**config.mk**
```make
export PLATFORM = sky130hd
export DESIGN_NAME = radio_cmd_host
export DESIGN_NICKNAME = d
export VERILOG_FILES = /design/src/design/radio_ctl_pkg.sv /design/src/design/radio_cmd_host.sv /design/src/design/spi_byte_engine.sv
export VERILOG_INCLUDE_DIRS = /design/src /design/src/design
export SDC_FILE = /design/constraint.sdc
export NUM_CORES = 1
export LEC_CHECK = 0
export BUFFER_PORTS_ARGS = -buffer_cell sky130_fd_sc_hd__buf_2
export CAP_MARGIN = 10
export CORE_MARGIN = 5
export CORE_UTILIZATION = 45
export CTS_CLUSTER_DIAMETER = 200
export DETAILED_ROUTE_END_ITERATION = 8
export GPL_ROUTABILITY_DRIVEN = 0
export MAX_ROUTING_LAYER = met4
export SYNTH_ARGS = -nofsm -noshare
export SYNTH_HDL_FRONTEND = slang
export SYNTH_SLANG_ARGS = --single-unit
```
**constraint.sdc**
```tcl
create_clock -name aclk -period 3.9 [get_ports aclk]
set_input_delay 0.195 -clock aclk [delete_from_list [all_inputs] [get_ports aclk]]
set_output_delay 0.195 -clock aclk [all_outputs]
set_load 0.01 [all_outputs]
```
**src/design/radio_ctl_defines.svh**
```systemverilog
// constants of the radio command controller: opcodes, codes, offsets
// assumes the package radio_ctl_pkg is compiled alongside
`ifndef RADIO_CTL_DEFINES_SVH
`define RADIO_CTL_DEFINES_SVH
// ****************************************
// command opcodes
// ****************************************
`define IMAGE_REJECTION_CAL_CMD 8'h98
`define AMP_SETUP_CMD 8'h95
`define POST_PACKET_MODE_CMD 8'h93
`define REG_BLOCK_STORE_CMD 8'h0D
`define REG_BLOCK_FETCH_CMD 8'h1D
`define PAYLOAD_STORE_CMD 8'h0E
`define PAYLOAD_FETCH_CMD 8'h1E
// ****************************************
// parameter byte values
// ****************************************
`define AMP_CONDUCTION_MAX 8'h04
`define AMP_SIZE_MAX 8'h07
`define AMP_VARIANT_VAL 8'h00
`define AMP_TABLE_VAL 8'h01
`define SYNTH_READY_STATE 8'h40
`define CRYSTAL_STANDBY_STATE 8'h30
`define RC_STANDBY_STATE 8'h20
`define NOP_BYTE 8'h00
// ****************************************
// controller register offsets and reset values
// ****************************************
`define CMD_REG_OFF 4'h0
`define PARAM_REG_OFF 4'h1
`define STATUS_REG_OFF 4'h2
`define DATA_REG_FIRST 4'h4
`define DATA_REG_LAST 4'h7
`define PARAM_RESET 32'h0000_0000
`define AXI_OKAY 2'h0
`define AXI_SLVERR 2'h2
`endif

```
**src/design/radio_ctl_pkg.sv**
```systemverilog
// types shared by the radio command controller
// assumes nothing beyond a SystemVerilog compiler
package radio_ctl_pkg;
  typedef enum logic [1:0] {
    ST_IDLE = 2'b00,
    ST_SEND = 2'b01,
    ST_WAIT = 2'b10,
    ST_GUARD = 2'b11
  } ctl_state_t;

  // command register layout
  typedef struct packed {
    logic [12:0] rsv_hi;
    logic [1:0] preset;
    logic preset_en;
    logic [2:0] rsv_lo;
    logic [4:0] len;
    logic [7:0] opcode;
  } cmd_word_t;
endpackage

```
**src/design/radio_cmd_host.sv**
```systemverilog
// host controller that issues radio commands over spi from axi4-lite
// assumes a single 50 MHz clock; the spi clock is divided from it
//
// The AXI4-Lite slave port and the address map are this design's own decisions.
`timescale 1ns/1ns
`include "radio_ctl_defines.svh"
module radio_cmd_host import radio_ctl_pkg::*; #(
  parameter int HALF_CYCLES = 4,
  parameter int GAP_CYCLES = 4,
  parameter int BUF_BYTES = 16
) (
  // system
  input wire logic aclk,
  input wire logic aresetn,
  // axi4-lite write
  input wire logic awvalid,
  output logic awready,
  input wire logic [5:0] awaddr,
  input wire logic [2:0] awprot,
  input wire logic wvalid,
  output logic wready,
  input wire logic [31:0] wdata,
  input wire logic [3:0] wstrb,
  output logic bvalid,
  input wire logic bready,
  output logic [1:0] bresp,
  // axi4-lite read
  input wire logic arvalid,
  output logic arready,
  input wire logic [5:0] araddr,
  input wire logic [2:0] arprot,
  output logic rvalid,
  input wire logic rready,
  output logic [31:0] rdata,
  output logic [1:0] rresp,
  // spi pins
  output logic sck,
  output logic mosi,
  output logic cs_n,
  input wire logic miso
);
  // ****************************************
  // command decoding helpers
  // ****************************************
  function automatic logic [2:0] param_count(input logic [7:0] op);
    case (op)
      `IMAGE_REJECTION_CAL_CMD: param_count = 3'd2;
      `AMP_SETUP_CMD: param_count = 3'd4;
      `POST_PACKET_MODE_CMD: param_count = 3'd1;
      `REG_BLOCK_STORE_CMD: param_count = 3'd2;
      `REG_BLOCK_FETCH_CMD: param_count = 3'd3;
      `PAYLOAD_STORE_CMD: param_count = 3'd1;
      `PAYLOAD_FETCH_CMD: param_count = 3'd2;
      default: param_count = 3'd0;
    endcase
  endfunction
  function automatic logic is_fetch(input logic [7:0] op);
    is_fetch = (op == `REG_BLOCK_FETCH_CMD) || (op == `PAYLOAD_FETCH_CMD);
  endfunction
  function automatic logic has_data(input logic [7:0] op);
    has_data = is_fetch(op) || (op == `REG_BLOCK_STORE_CMD) ||
               (op == `PAYLOAD_STORE_CMD);
  endfunction
  function automatic logic [7:0] byte_of(input logic [31:0] w,
                                         input logic [1:0] sel);
    byte_of = w[8*sel +: 8];
  endfunction
  function automatic logic amp_ok(input logic [31:0] p);
    amp_ok = (p[7:0] <= `AMP_CONDUCTION_MAX) && (p[15:8] <= `AMP_SIZE_MAX)
             && (p[23:16] == `AMP_VARIANT_VAL)
             && (p[31:24] == `AMP_TABLE_VAL);
  endfunction
  // ****************************************
  // registers
  // ****************************************
  ctl_state_t state_q;
  cmd_word_t cmd_q;
  logic [31:0] param_q;
  logic [31:0] xp_q;
  logic [7:0] op_q;
  logic [5:0] idx_q;
  logic [5:0] tot_q;
  logic [7:0] gap_q;
  logic [7:0] status_q;
  logic [7:0] mode_q;
  logic refused_q;
  logic [7:0] buf_q [0:BUF_BYTES-1];
  logic eng_done;
  logic [7:0] eng_rx;
  // ****************************************
  // axi4-lite decode and command launch
  // ****************************************
  wire wr_fire = awvalid && wvalid && !bvalid;
  wire [3:0] wr_idx = awaddr[5:2];
  wire [3:0] rd_idx = araddr[5:2];
  wire wr_data_area = (wr_idx >= `DATA_REG_FIRST) &&
                      (wr_idx <= `DATA_REG_LAST);
  wire rd_data_area = (rd_idx >= `DATA_REG_FIRST) &&
                      (rd_idx <= `DATA_REG_LAST);
  wire wr_mapped = wr_data_area || (wr_idx <= `STATUS_REG_OFF);
  wire rd_mapped = rd_data_area || (rd_idx <= `STATUS_REG_OFF);
  wire [3:0] wr_base = {wr_idx[1:0], 2'b00};
  wire [3:0] rd_base = {rd_idx[1:0], 2'b00};
  wire idle = (state_q == ST_IDLE);
  wire ar_fire = arvalid && !rvalid;
  assign awready = wr_fire;
  assign wready = wr_fire;
  assign arready = !rvalid;
  cmd_word_t new_cmd;
  assign new_cmd = cmd_word_t'(wdata);
  wire cmd_write = wr_fire && (wr_idx == `CMD_REG_OFF);
  wire [7:0] new_op = new_cmd.opcode;
  wire [2:0] new_pc = param_count(new_op);
  wire [1:0] pre = new_cmd.preset;
  wire [7:0] pre_duty = (pre == 2'd0) ? 8'h04 :
                        (pre == 2'd1) ? 8'h03 : 8'h02;
  wire [7:0] pre_size = (pre == 2'd0) ? 8'h07 :
                        (pre == 2'd1) ? 8'h05 :
                        (pre == 2'd2) ? 8'h03 : 8'h02;
  wire use_preset = (new_op == `AMP_SETUP_CMD) && new_cmd.preset_en;
  wire [31:0] eff_param = use_preset ?
    {`AMP_TABLE_VAL, `AMP_VARIANT_VAL, pre_size, pre_duty} : param_q;
  wire mode_ok = (eff_param[7:0] == `SYNTH_READY_STATE) ||
                 (eff_param[7:0] == `CRYSTAL_STANDBY_STATE) ||
                 (eff_param[7:0] == `RC_STANDBY_STATE);
  wire new_len_ok = {1'b0, new_cmd.len} <= 6'(BUF_BYTES);
  wire new_ok = (new_pc != 3'd0) && new_len_ok &&
                ((new_op != `AMP_SETUP_CMD) || amp_ok(eff_param)) &&
                ((new_op != `POST_PACKET_MODE_CMD) || mode_ok);
  wire go = cmd_write && idle && new_ok;
  wire [5:0] new_len = has_data(new_op) ? {1'b0, new_cmd.len} : 6'd0;
  wire [5:0] new_tot = 6'd1 + {3'd0, new_pc} + new_len;
  // link byte selection
  wire [5:0] pc6 = {3'd0, param_count(op_q)};
  wire in_params = (idx_q != 6'd0) && (idx_q <= pc6);
  wire [3:0] dpos = 4'(idx_q - 6'd1 - pc6);
  wire [1:0] ppos = 2'(idx_q - 6'd1);
  wire is_dummy = is_fetch(op_q) && (idx_q == pc6);
  wire [7:0] tx_sel = (idx_q == 6'd0) ? op_q :
                      is_dummy ? `NOP_BYTE :
                      in_params ? byte_of(xp_q, ppos) :
                      is_fetch(op_q) ? `NOP_BYTE :
                      buf_q[dpos];
  wire last_byte = (idx_q == tot_q - 6'd1);
  spi_byte_engine #(
    .HALF_CYCLES(HALF_CYCLES)
  ) u_engine (
    .aclk(aclk),
    .aresetn(aresetn),
    .start(state_q == ST_SEND),
    .tx_byte(tx_sel),
    .done(eng_done),
    .rx_byte(eng_rx),
    .sck(sck),
    .mosi(mosi),
    .miso(miso)
  );
  // ****************************************
  // sequencer
  // ****************************************
  always_ff @(posedge aclk) begin
    if (!aresetn) begin
      state_q <= ST_IDLE;
      cs_n <= 1'b1;
      idx_q <= 6'd0;
      tot_q <= 6'd1;
      gap_q <= 8'h00;
      op_q <= 8'h00;
      xp_q <= 32'h0000_0000;
    end else begin
      case (state_q)
        ST_IDLE: begin
          if (go) begin
            op_q <= new_op;
            xp_q <= eff_param;
            tot_q <= new_tot;
            idx_q <= 6'd0;
            cs_n <= 1'b0;
            state_q <= ST_SEND;
          end
        end
        ST_SEND: state_q <= ST_WAIT;
        ST_WAIT: begin
          if (eng_done) begin
            if (last_byte) begin
              cs_n <= 1'b1;
              gap_q <= 8'h00;
              state_q <= ST_GUARD;
            end else begin
              idx_q <= idx_q + 6'd1;
              state_q <= ST_SEND;
            end
          end
        end
        ST_GUARD: begin
          if (gap_q == 8'(GAP_CYCLES - 1)) begin
            state_q <= ST_IDLE;
          end else begin
            gap_q <= gap_q + 8'h01;
          end
        end
        default: state_q <= ST_IDLE;
      endcase
    end
  end
  // ****************************************
  // register file, captured data and bus answers
  // ****************************************
  always_ff @(posedge aclk) begin
    if (!aresetn) begin
      cmd_q <= cmd_word_t'(32'h0000_0000);
      param_q <= `PARAM_RESET;
      status_q <= 8'h00;
      mode_q <= `RC_STANDBY_STATE;
      refused_q <= 1'b0;
      for (int i = 0; i < BUF_BYTES; i++) begin
        buf_q[i] <= 8'h00;
      end
    end else begin
      if (cmd_write && idle) begin
        cmd_q <= new_cmd;
        refused_q <= !new_ok;
      end
      if (wr_fire && idle && (wr_idx == `PARAM_REG_OFF)) begin
        param_q <= wdata;
      end
      if (wr_fire && idle && wr_data_area) begin
        for (int b = 0; b < 4; b++) begin
          if (wstrb[b]) begin
            buf_q[wr_base + 4'(b)] <= wdata[8*b +: 8];
          end
        end
      end
      if (state_q == ST_WAIT && eng_done) begin
        if (idx_q == 6'd1) begin
          status_q <= eng_rx;
        end
        if (is_fetch(op_q) && idx_q > pc6) begin
          buf_q[dpos] <= eng_rx;
        end
        if (last_byte && op_q == `POST_PACKET_MODE_CMD) begin
          mode_q <= xp_q[7:0];
        end
      end
    end
  end
  wire [31:0] status_word = {8'h00, mode_q, status_q, 6'd0, refused_q,
                             !idle};
  wire [31:0] data_word = {buf_q[rd_base + 4'd3], buf_q[rd_base + 4'd2],
                           buf_q[rd_base + 4'd1], buf_q[rd_base]};
  wire [31:0] rd_word = (rd_idx == `CMD_REG_OFF) ? 32'(cmd_q) :
                        (rd_idx == `PARAM_REG_OFF) ? param_q :
                        (rd_idx == `STATUS_REG_OFF) ? status_word :
                        rd_data_area ? data_word : 32'h0000_0000;
  always_ff @(posedge aclk) begin
    if (!aresetn) begin
      bvalid <= 1'b0;
      bresp <= `AXI_OKAY;
      rvalid <= 1'b0;
      rdata <= 32'h0000_0000;
      rresp <= `AXI_OKAY;
    end else begin
      if (wr_fire) begin
        bvalid <= 1'b1;
        bresp <= wr_mapped ? `AXI_OKAY : `AXI_SLVERR;
      end else if (bready) begin
        bvalid <= 1'b0;
      end
      if (ar_fire) begin
        rvalid <= 1'b1;
        rdata <= rd_word;
        rresp <= rd_mapped ? `AXI_OKAY : `AXI_SLVERR;
      end else if (rready) begin
        rvalid <= 1'b0;
      end
    end
  end
endmodule

```
**src/design/spi_byte_engine.sv**
```systemverilog
// one-byte spi shifter, clock idle low, sample on falling edge
// assumes half_cycles of at least 3 so the synchronised input settles
`timescale 1ns/1ns
module spi_byte_engine #(
  parameter int HALF_CYCLES = 4
) (
  // system
  input wire logic aclk,
  input wire logic aresetn,
  // byte request and answer
  input wire logic start,
  input wire logic [7:0] tx_byte,
  output logic done,
  output logic [7:0] rx_byte,
  // pins
  output logic sck,
  output logic mosi,
  input wire logic miso
);
  logic [7:0] div_q;
  logic [2:0] bit_q;
  logic active_q;
  logic [7:0] sh_q;
  logic miso_m_q;
  logic miso_s_q;
  wire div_end = (div_q == 8'(HALF_CYCLES - 1));

  always_ff @(posedge aclk) begin
    miso_m_q <= miso;
    miso_s_q <= miso_m_q;
  end

  always_ff @(posedge aclk) begin
    if (!aresetn) begin
      div_q <= 8'h00;
      bit_q <= 3'd0;
      active_q <= 1'b0;
      sh_q <= 8'h00;
      sck <= 1'b0;
      mosi <= 1'b0;
      done <= 1'b0;
      rx_byte <= 8'h00;
    end else begin
      done <= 1'b0;
      if (!active_q) begin
        if (start) begin
          active_q <= 1'b1;
          sh_q <= tx_byte;
          mosi <= tx_byte[7];
          bit_q <= 3'd7;
          div_q <= 8'h00;
        end
      end else if (!div_end) begin
        div_q <= div_q + 8'h01;
      end else begin
        div_q <= 8'h00;
        if (!sck) begin
          sck <= 1'b1;
        end else begin
          // sample at the end of the high phase
          rx_byte <= {rx_byte[6:0], miso_s_q};
          sck <= 1'b0;
          if (bit_q == 3'd0) begin
            active_q <= 1'b0;
            done <= 1'b1;
          end else begin
            bit_q <= bit_q - 3'd1;
            sh_q <= {sh_q[6:0], 1'b0};
            mosi <= sh_q[6];
          end
        end
      end
    end
  end
endmodule

```
==> out/metrics.csv, run 1 <==
stage;metric;value;unit
die;die_area;42500;um^2
pwr;powerDensity;390;nW/um^2
detailed_routing;ant_nets;0;
clock_tree;cts_root_buffer;clkbuf_16;
layout;final_common_cell;nand2_1;
global_routing;grt_pass1_wl;90900;um
timing;relSlewSlack;31.2;%
clock_tree;cts_buffers;38;
detailed_routing;drt_first_iter_violations;2146;
logic_synthesis;synthDistinctLibCells;74;
detailed_routing;drt-total-wl;61500;um
die;start_util;45.7;%
die;fp.dieW;206;um
logic_synthesis;synth_top_area_share;24.5;%
logic_synthesis;synth_edf_count;128;
layout;fin_cells;2497;
die;rows;71;
setup_path;required;4080;ps
placed_design;placedCellCount;2408;
detailed_routing;drt-pass1-iter-count;6;
layout;area_delta_synth_final;15.3;%
layout;final_area;20000;um^2
timing;post-route-period-util;95.8;%
job;drv_cap;0;
layout;fin_nets;2040;
setup_path;worstPathArrival;3920;ps
setup_path;slowest_stage;or4_1;
global_routing;grt_pass1_vias;14100;
timing;hold_viol;0;
setup_path;cpPeakStageDelay;710;ps
global_routing;globalRouteTotalUtil;29.3;%
min_path;min_path_type;input port to register;
timing;setup_ws;165;ps
logic_synthesis;synth_ff_type;dfxtp_1;
clock_tree;clk_pin_slew_worst_paths;60;ps
timing;drv_slew;0;
logic_synthesis;yosysTopAreaCell;dfxtp_1;
detailed_routing;wl_per_cell;24.6;um
logic_synthesis;synth.area.top_cells;dfxtp_1, edfxtp_1, mux4_2;
logic_synthesis;ys_ff_latch;340;
clock_tree;htree_levels;2;
timing;fin_skew;22.9;ps
global_routing;use_met3;5.21;%
timing;max_freq;268;MHz
layout;utilization;52.7;%
global_routing;grt_use_met1;39.9;%
logic_synthesis;async_flop_share;0;%
logic_synthesis;ys_seq_area_share;46.7;%
placed_design;placed_cell_area;18600;um^2
pwr;p_leak;0.00727;uW
clock_tree;clk_latency;550;ps
global_routing;grt_antenna_before_repair;2;
layout;n_fill_cell;3508;
global_routing;busiest_layer;met2;
detailed_routing;vias_per_cell;6.11;
global_routing;grt_overflow_total;0;
setup_path;path_max_fanout;15;
clock_tree;clkSinkCount;340;
global_routing;grt_max_degree;125;
clock_tree;cts_setup_buffers;0;
setup_path;start_kind;register;
logic_synthesis;syn_inst;1859;
global_routing;use_met2;45.0;%
setup_path;cp-end-kind;register;
die;io_pins;106;
placed_design;place_ws;214;ps
logic_synthesis;ys_warn_count;0;
setup_path;crit_chain;and3b_1, and2_1, and3_1, a31oi_1, nor2_1, a31oi_2, buf_4, inv_1, fa_2, xnor2_2, or4_1, nand3b_1;
placed_design;portBuffers;93;
detailed_routing;drcViolationCount;0;
setup_path;path_class;register to register;
timing;setup_violations;0;
die;core;37800;um^2
detailed_routing;vias;15300;
die;die_h;206;um
layout;final_cell_mix;nand2_1, dfxtp_1, a21oi_1;
logic_synthesis;avgSynthCellArea;9.31;um^2
clock_tree;cts_tree;done;
placed_design;hpwl;44800;um
status;status;completed;
timing;finalCriticalPeriod;3740;ps
clock_tree;clk_path_buf_depth;3;
layout;drive_gt1_share;16.4;%
pwr;peakVddDrop;320;uV
logic_synthesis;syn-cell-area;17300;um^2
timing;worst_slew_pin_slew;1030;ps
==> worst paths after layout <==
kind | from | to | depth (start not counted) | slack (ps)
setup reg to reg | op_q[7]$_SDFFE_PN0P_ | buf_q[11][0]$_DFFE_PP_ | 12 | 160
setup / recovery | op_q[7]$_SDFFE_PN0P_ | buf_q[11][0]$_DFFE_PP_ | 12 | 160
hold / removal | wdata[19] | cmd_q[19]$_SDFFE_PN0P_ | 3 | 20
hold reg to reg | u_engine.miso_m_q$_DFF_P_ | u_engine.miso_s_q$_DFF_P_ | 0 | 330
==> through the flow <==
stage	setup TNS (ps)	hold WS, ps	total power [uW]
after floorplan	0	223	4140
after global placement	0	299	4390
after detailed placement	0	299	4400
after CTS	0	6.44	7820
after global routing	-14.4	19.2	8010
final	0	17.1	7790
==> timing repair <==
item	in CTS	in global routing
gates resized for setup	0	2
hold buffers	20	0
hold endpoints to repair	31	0
endpoints found under the setup margin	0	2
==> area by class of cell <==
class                      instances  area [um^2]  share of cell area, %
antenna                            4         10.0                 0.0502
clock buffer                      58         1080                   5.39
clock inverter                     6         73.8                  0.370
inverter                          24         95.1                  0.477
multi-input combinational       1354         8610                   43.1
sequential                       340         8090                   40.5
tap                              511          639                   3.20
timing repair buffer             200         1360                   6.83
==> state kept, by name, indices dropped and copies added, names as in the netlist, 2 cells and up <==
signal,cells
status_q,8
buf_q,128
cmd_q,32
state_q,2
param_q,32
mode_q,8
tot_q,6
xp_q,32
gap_q,8
op_q,8
u_engine.div_q,8
u_engine.sh_q,7
idx_q,6
rdata,32
u_engine.rx_byte,8
u_engine.bit_q,3
==> Yosys cell counts (18+ instances only) <==
| library cell | number |
|---|---|
| nand2_1 | 373 |
| dfxtp_1 | 212 |
| a21oi_1 | 187 |
| nor2_1 | 148 |
| edfxtp_1 | 128 |
| o21ai_0 | 119 |
| clkbuf_1 | 113 |
| mux4_2 | 72 |
| mux2i_1 | 42 |
| nand3_1 | 41 |
| nor3_1 | 37 |
| a22oi_1 | 31 |
| inv_1 | 23 |
| a211oi_1 | 22 |
| nand2b_1 | 21 |
| nand4_1 | 19 |
| a221oi_1 | 18 |
| ha_1 | 18 |
==> where the power goes <==
group / total, uW / internal (uW) / switching, uW
sequential: 3810 / 3750 / 62.2
clock: 3440 / 1970 / 1480
combinational: 537 / 180 / 356
==> kinds of logic (layout without fill, tap and decap cells) <==
group / after synthesis / in the layout / synth area share (%)
AO/OA/AOI/OAI: 446 / 446 / 15.2
XOR/XNOR: 22 / 22 / 1.11
adder cells (fa/ha/maj): 20 / 20 / 1.53
multiplexers: 116 / 116 / 11.9
AND/OR/NAND/NOR: 748 / 748 / 19.6
flip-flops: 340 / 340 / 46.7
other: 1 / 6 / 0.0217
buffers and inverters: 166 / 288 / 3.86
==> worst max-delay path, delay by kind of cell (launching register included) <==
| family | cells | cell delay (ps) |
|---|---|---|
| compound gates | 2 | 360 |
| xor+xnor | 1 | 330 |
| fa+ha+maj | 1 | 370 |
| buf+inv | 2 | 210 |
| flops | 1 | 330 |
| simple gates | 6 | 1760 |
==> per-layer routing <==
metal	part of all wire, %	vias up
met5	0	-
met4	3.7	0
met3	11	139
met2	46	783
met1	40	7411
li1	-	6936
(Power assumes the default switching activity.)
==> inputs of run 2 (changes only) <==
Settings changed: REMOVE_ABC_BUFFERS from default to 1.
==> run 2 against run 1 <==
  * Design area up 2.1%
  * First-iteration DRC count increased by 1.5%
  * Routed wire length rose by 1.3%
  * Die area unchanged
  * Combinational power grew 3%
  * Utilization is 1.1 points higher
  * Global-route usage up 0.49 points
  * Via count rose by 1.7%
  * Clock skew up 2.4 ps
  * Hold slack gained 9.9 ps
  * Largest power group is now the clock network
==> out/metrics.csv, run 2 (synthesis gave the netlist of run 1 again) <==
stage;metric;value;unit;change
placed_design;portBuffers;93;;unchanged
pwr;powerDensity;408;nW/um^2;was 390 nW/um^2
global_routing;globalRouteTotalUtil;29.8;%;was 29.3%
timing;post-route-period-util;94.8;%;was 95.8%
global_routing;grt_pass1_wl;92700;um;was 90900 um
timing;relSlewSlack;23.2;%;was 31.2%
die;rows;71;;unchanged
min_path;min_path_type;input port to register;;unchanged
detailed_routing;drcViolationCount;0;;unchanged
timing;max_freq;270;MHz;was 268 MHz
timing;grt_setup_unrepaired;false;;
timing;setup_violations;0;;unchanged
detailed_routing;vias_per_cell;6.18;;was 6.11
pwr;p_comb_share;6.6;%;was 6.9%
setup_path;reg2reg_to;u_engine.mosi$_SDFFE_PN0P_;;was buf_q[11][0]$_DFFE_PP_
clock_tree;htree_levels;2;;unchanged
pwr;power;8310;uW;was 7790 uW
layout;fin_nets;2051;;was 2040
detailed_routing;drt-total-wl;62300;um;was 61500 um
layout;area_delta_synth_final;17.7;%;was 15.3%
detailed_routing;vias;15500;;was 15300
setup_path;path_max_fanout;22;;was 15
layout;top_register;buf_q;;unchanged
layout;final_cell_mix;nand2_1, dfxtp_1, a21oi_1;;unchanged
layout;final_common_cell;nand2_1;;unchanged
global_routing;grt_max_degree;120;;was 125
timing;finalCriticalPeriod;3700;ps;was 3740 ps
die;start_util;45.7;%;unchanged
clock_tree;cts_buffers;40;;was 38
global_routing;grt_pass1_vias;14500;;was 14100
pwr;p_leak;0.00747;uW;was 0.00727 uW
placed_design;hpwl;44100;um;was 44800 um
timing;fin_skew;25.2;ps;was 22.9 ps
timing;drv_slew;0;;unchanged
setup_path;cp-end-kind;register;;unchanged
pwr;p_clk_share;47.4;%;was 44.2%
layout;utilization;53.8;%;was 52.7%
global_routing;grt_overflow_total;0;;unchanged
detailed_routing;drt_first_iter_violations;2178;;was 2146
detailed_routing;wl_per_cell;24.8;um;was 24.6 um
setup_path;path_class;register to register;;unchanged
setup_path;rr_worst_depth;14;;was 12
clock_tree;clk_path_buf_depth;3;;unchanged
clock_tree;cts_tree;done;;unchanged
setup_path;required;4320;ps;was 4080 ps
pwr;internal_power;6340;uW;was 5890 uW
pwr;peakVddDrop;274;uV;was 320 uV
detailed_routing;ant_nets;0;;unchanged
die;die_area;42500;um^2;unchanged
setup_path;worstPathArrival;4110;ps;was 3920 ps
job;drv_cap;0;;unchanged
die;core;37800;um^2;unchanged
clock_tree;cts_root_buffer;clkbuf_16;;unchanged
status;status;completed;;unchanged
timing;worst_slew_pin_slew;1150;ps;was 1030 ps
die;die_h;206;um;unchanged
setup_path;start_kind;register;;unchanged
timing;hold_viol;0;;unchanged
timing;whs;27.0;ps;was 17.1 ps
layout;drive_gt1_share;17.3;%;was 16.4%
pwr;p_switching;1970;uW;was 1900 uW
layout;largest_register_ffs;128;;unchanged
clock_tree;clkSinkCount;340;;unchanged
layout;n_fill_cell;3463;;was 3508
setup_path;worstReg2RegStart;op_q[2]$_SDFFE_PN0P_;;was op_q[7]$_SDFFE_PN0P_
detailed_routing;drt-pass1-iter-count;6;;unchanged
min_path;hold_depth;3;;unchanged
clock_tree;clk_pin_slew_worst_paths;60;ps;about the same
pwr;seq_power_share;45.9;%;was 48.9%
setup_path;rrSetupSlack;200;ps;was 160 ps
pwr;switching_share;23.7;%;was 24.3%
die;fp.dieW;206;um;unchanged
min_path;hold_end;cmd_q[17]$_SDFFE_PN0P_;;was cmd_q[19]$_SDFFE_PN0P_
min_path;hold_start;wdata[17];;was wdata[19]
clock_tree;clk_latency;560;ps;was 550 ps
die;io_pins;106;;unchanged
global_routing;grt_antenna_before_repair;0;;was 2
## run 2: stage by stage
step	TNS, ps	setup slack [ps]	cells	instance area, um^2
finish	0	202	2512	20400
global route	0	6.88	2510	20400
CTS	0	129	2502	20200
detailed placement	0	143	2403	18600
global placement	0	194	2403	18600
floorplan	-77490	-686	1718	16700
## run 2: power groups by stage
| stage | clock, uW | combinational (uW) | sequential [uW] |
|---|---|---|---|
| 4_1_cts | 3970 | 527 | 3810 |
| 3_3_place_gp | 0 | 501 | 3890 |
| 2_1_floorplan | 0 | 232 | 3850 |
| 6_report | 3940 | 551 | 3820 |
| 5_1_grt | 4120 | 580 | 3820 |
| 3_5_place_dp | 0 | 504 | 3890 |
## run 2: how the worst max path moves through the flow
stage	cells past startpoint	slack [ps]	end	startpoint
global placement	13	190	buf_q[12][7]$_SDFFCE_PN0P_	op_q[2]$_SDFFE_PN0P_
detailed placement	13	140	buf_q[6][2]$_DFFE_PP_	op_q[2]$_SDFFE_PN0P_
floorplan	6	-690	buf_q[8][0]$_SDFFCE_PN0P_	idx_q[0]$_SDFFE_PN0P_
global route	13	7	buf_q[9][5]$_DFFE_PP_	op_q[2]$_SDFFE_PN0P_
finish	14	200	u_engine.mosi$_SDFFE_PN0P_	op_q[2]$_SDFFE_PN0P_
CTS	13	130	buf_q[6][1]$_DFFE_PP_	op_q[2]$_SDFFE_PN0P_
## run 2: cell type report
| class | count | area [um^2] | share of cell area, % |
|---|---|---|---|
| multi-input cells | 1354 | 8620 | 42.3 |
| flip-flops and latches | 340 | 8090 | 39.7 |
| repair buffers | 209 | 1540 | 7.58 |
| clock buffers | 55 | 1150 | 5.65 |
| well taps | 511 | 639 | 3.14 |
| clock inverters | 17 | 229 | 1.12 |
| inverters | 24 | 95.1 | 0.467 |
| diodes | 2 | 5.00 | 0.0246 |
## run 2: critical path: stages (launching register included)
cell and delay (ps):
dfxtp_1 340, and3b_1 190, and2_1 190, and3_1 190
a31oi_1 130, nor2_1 60, a31oi_1 310, inv_1 100
fa_2 670, buf_12 220, mux4_2 500, nand2_1 80
a22oi_1 70, nor2_1 330, o221ai_1 180
## run 2: what timing repair did
item                                   CTS  global route
setup buffers                            0             8
endpoints found under the hold margin   44             0
hold buffers                            27             0
resized for setup                        0             4
setup endpoints to repair                0           156
## run 2: routing by layer
layer  wire (um)  GRT usage (%)
met2       27900           44.4
met3        5430           4.36
met5           0              -
met1       25800           40.8
met4        3200           13.1
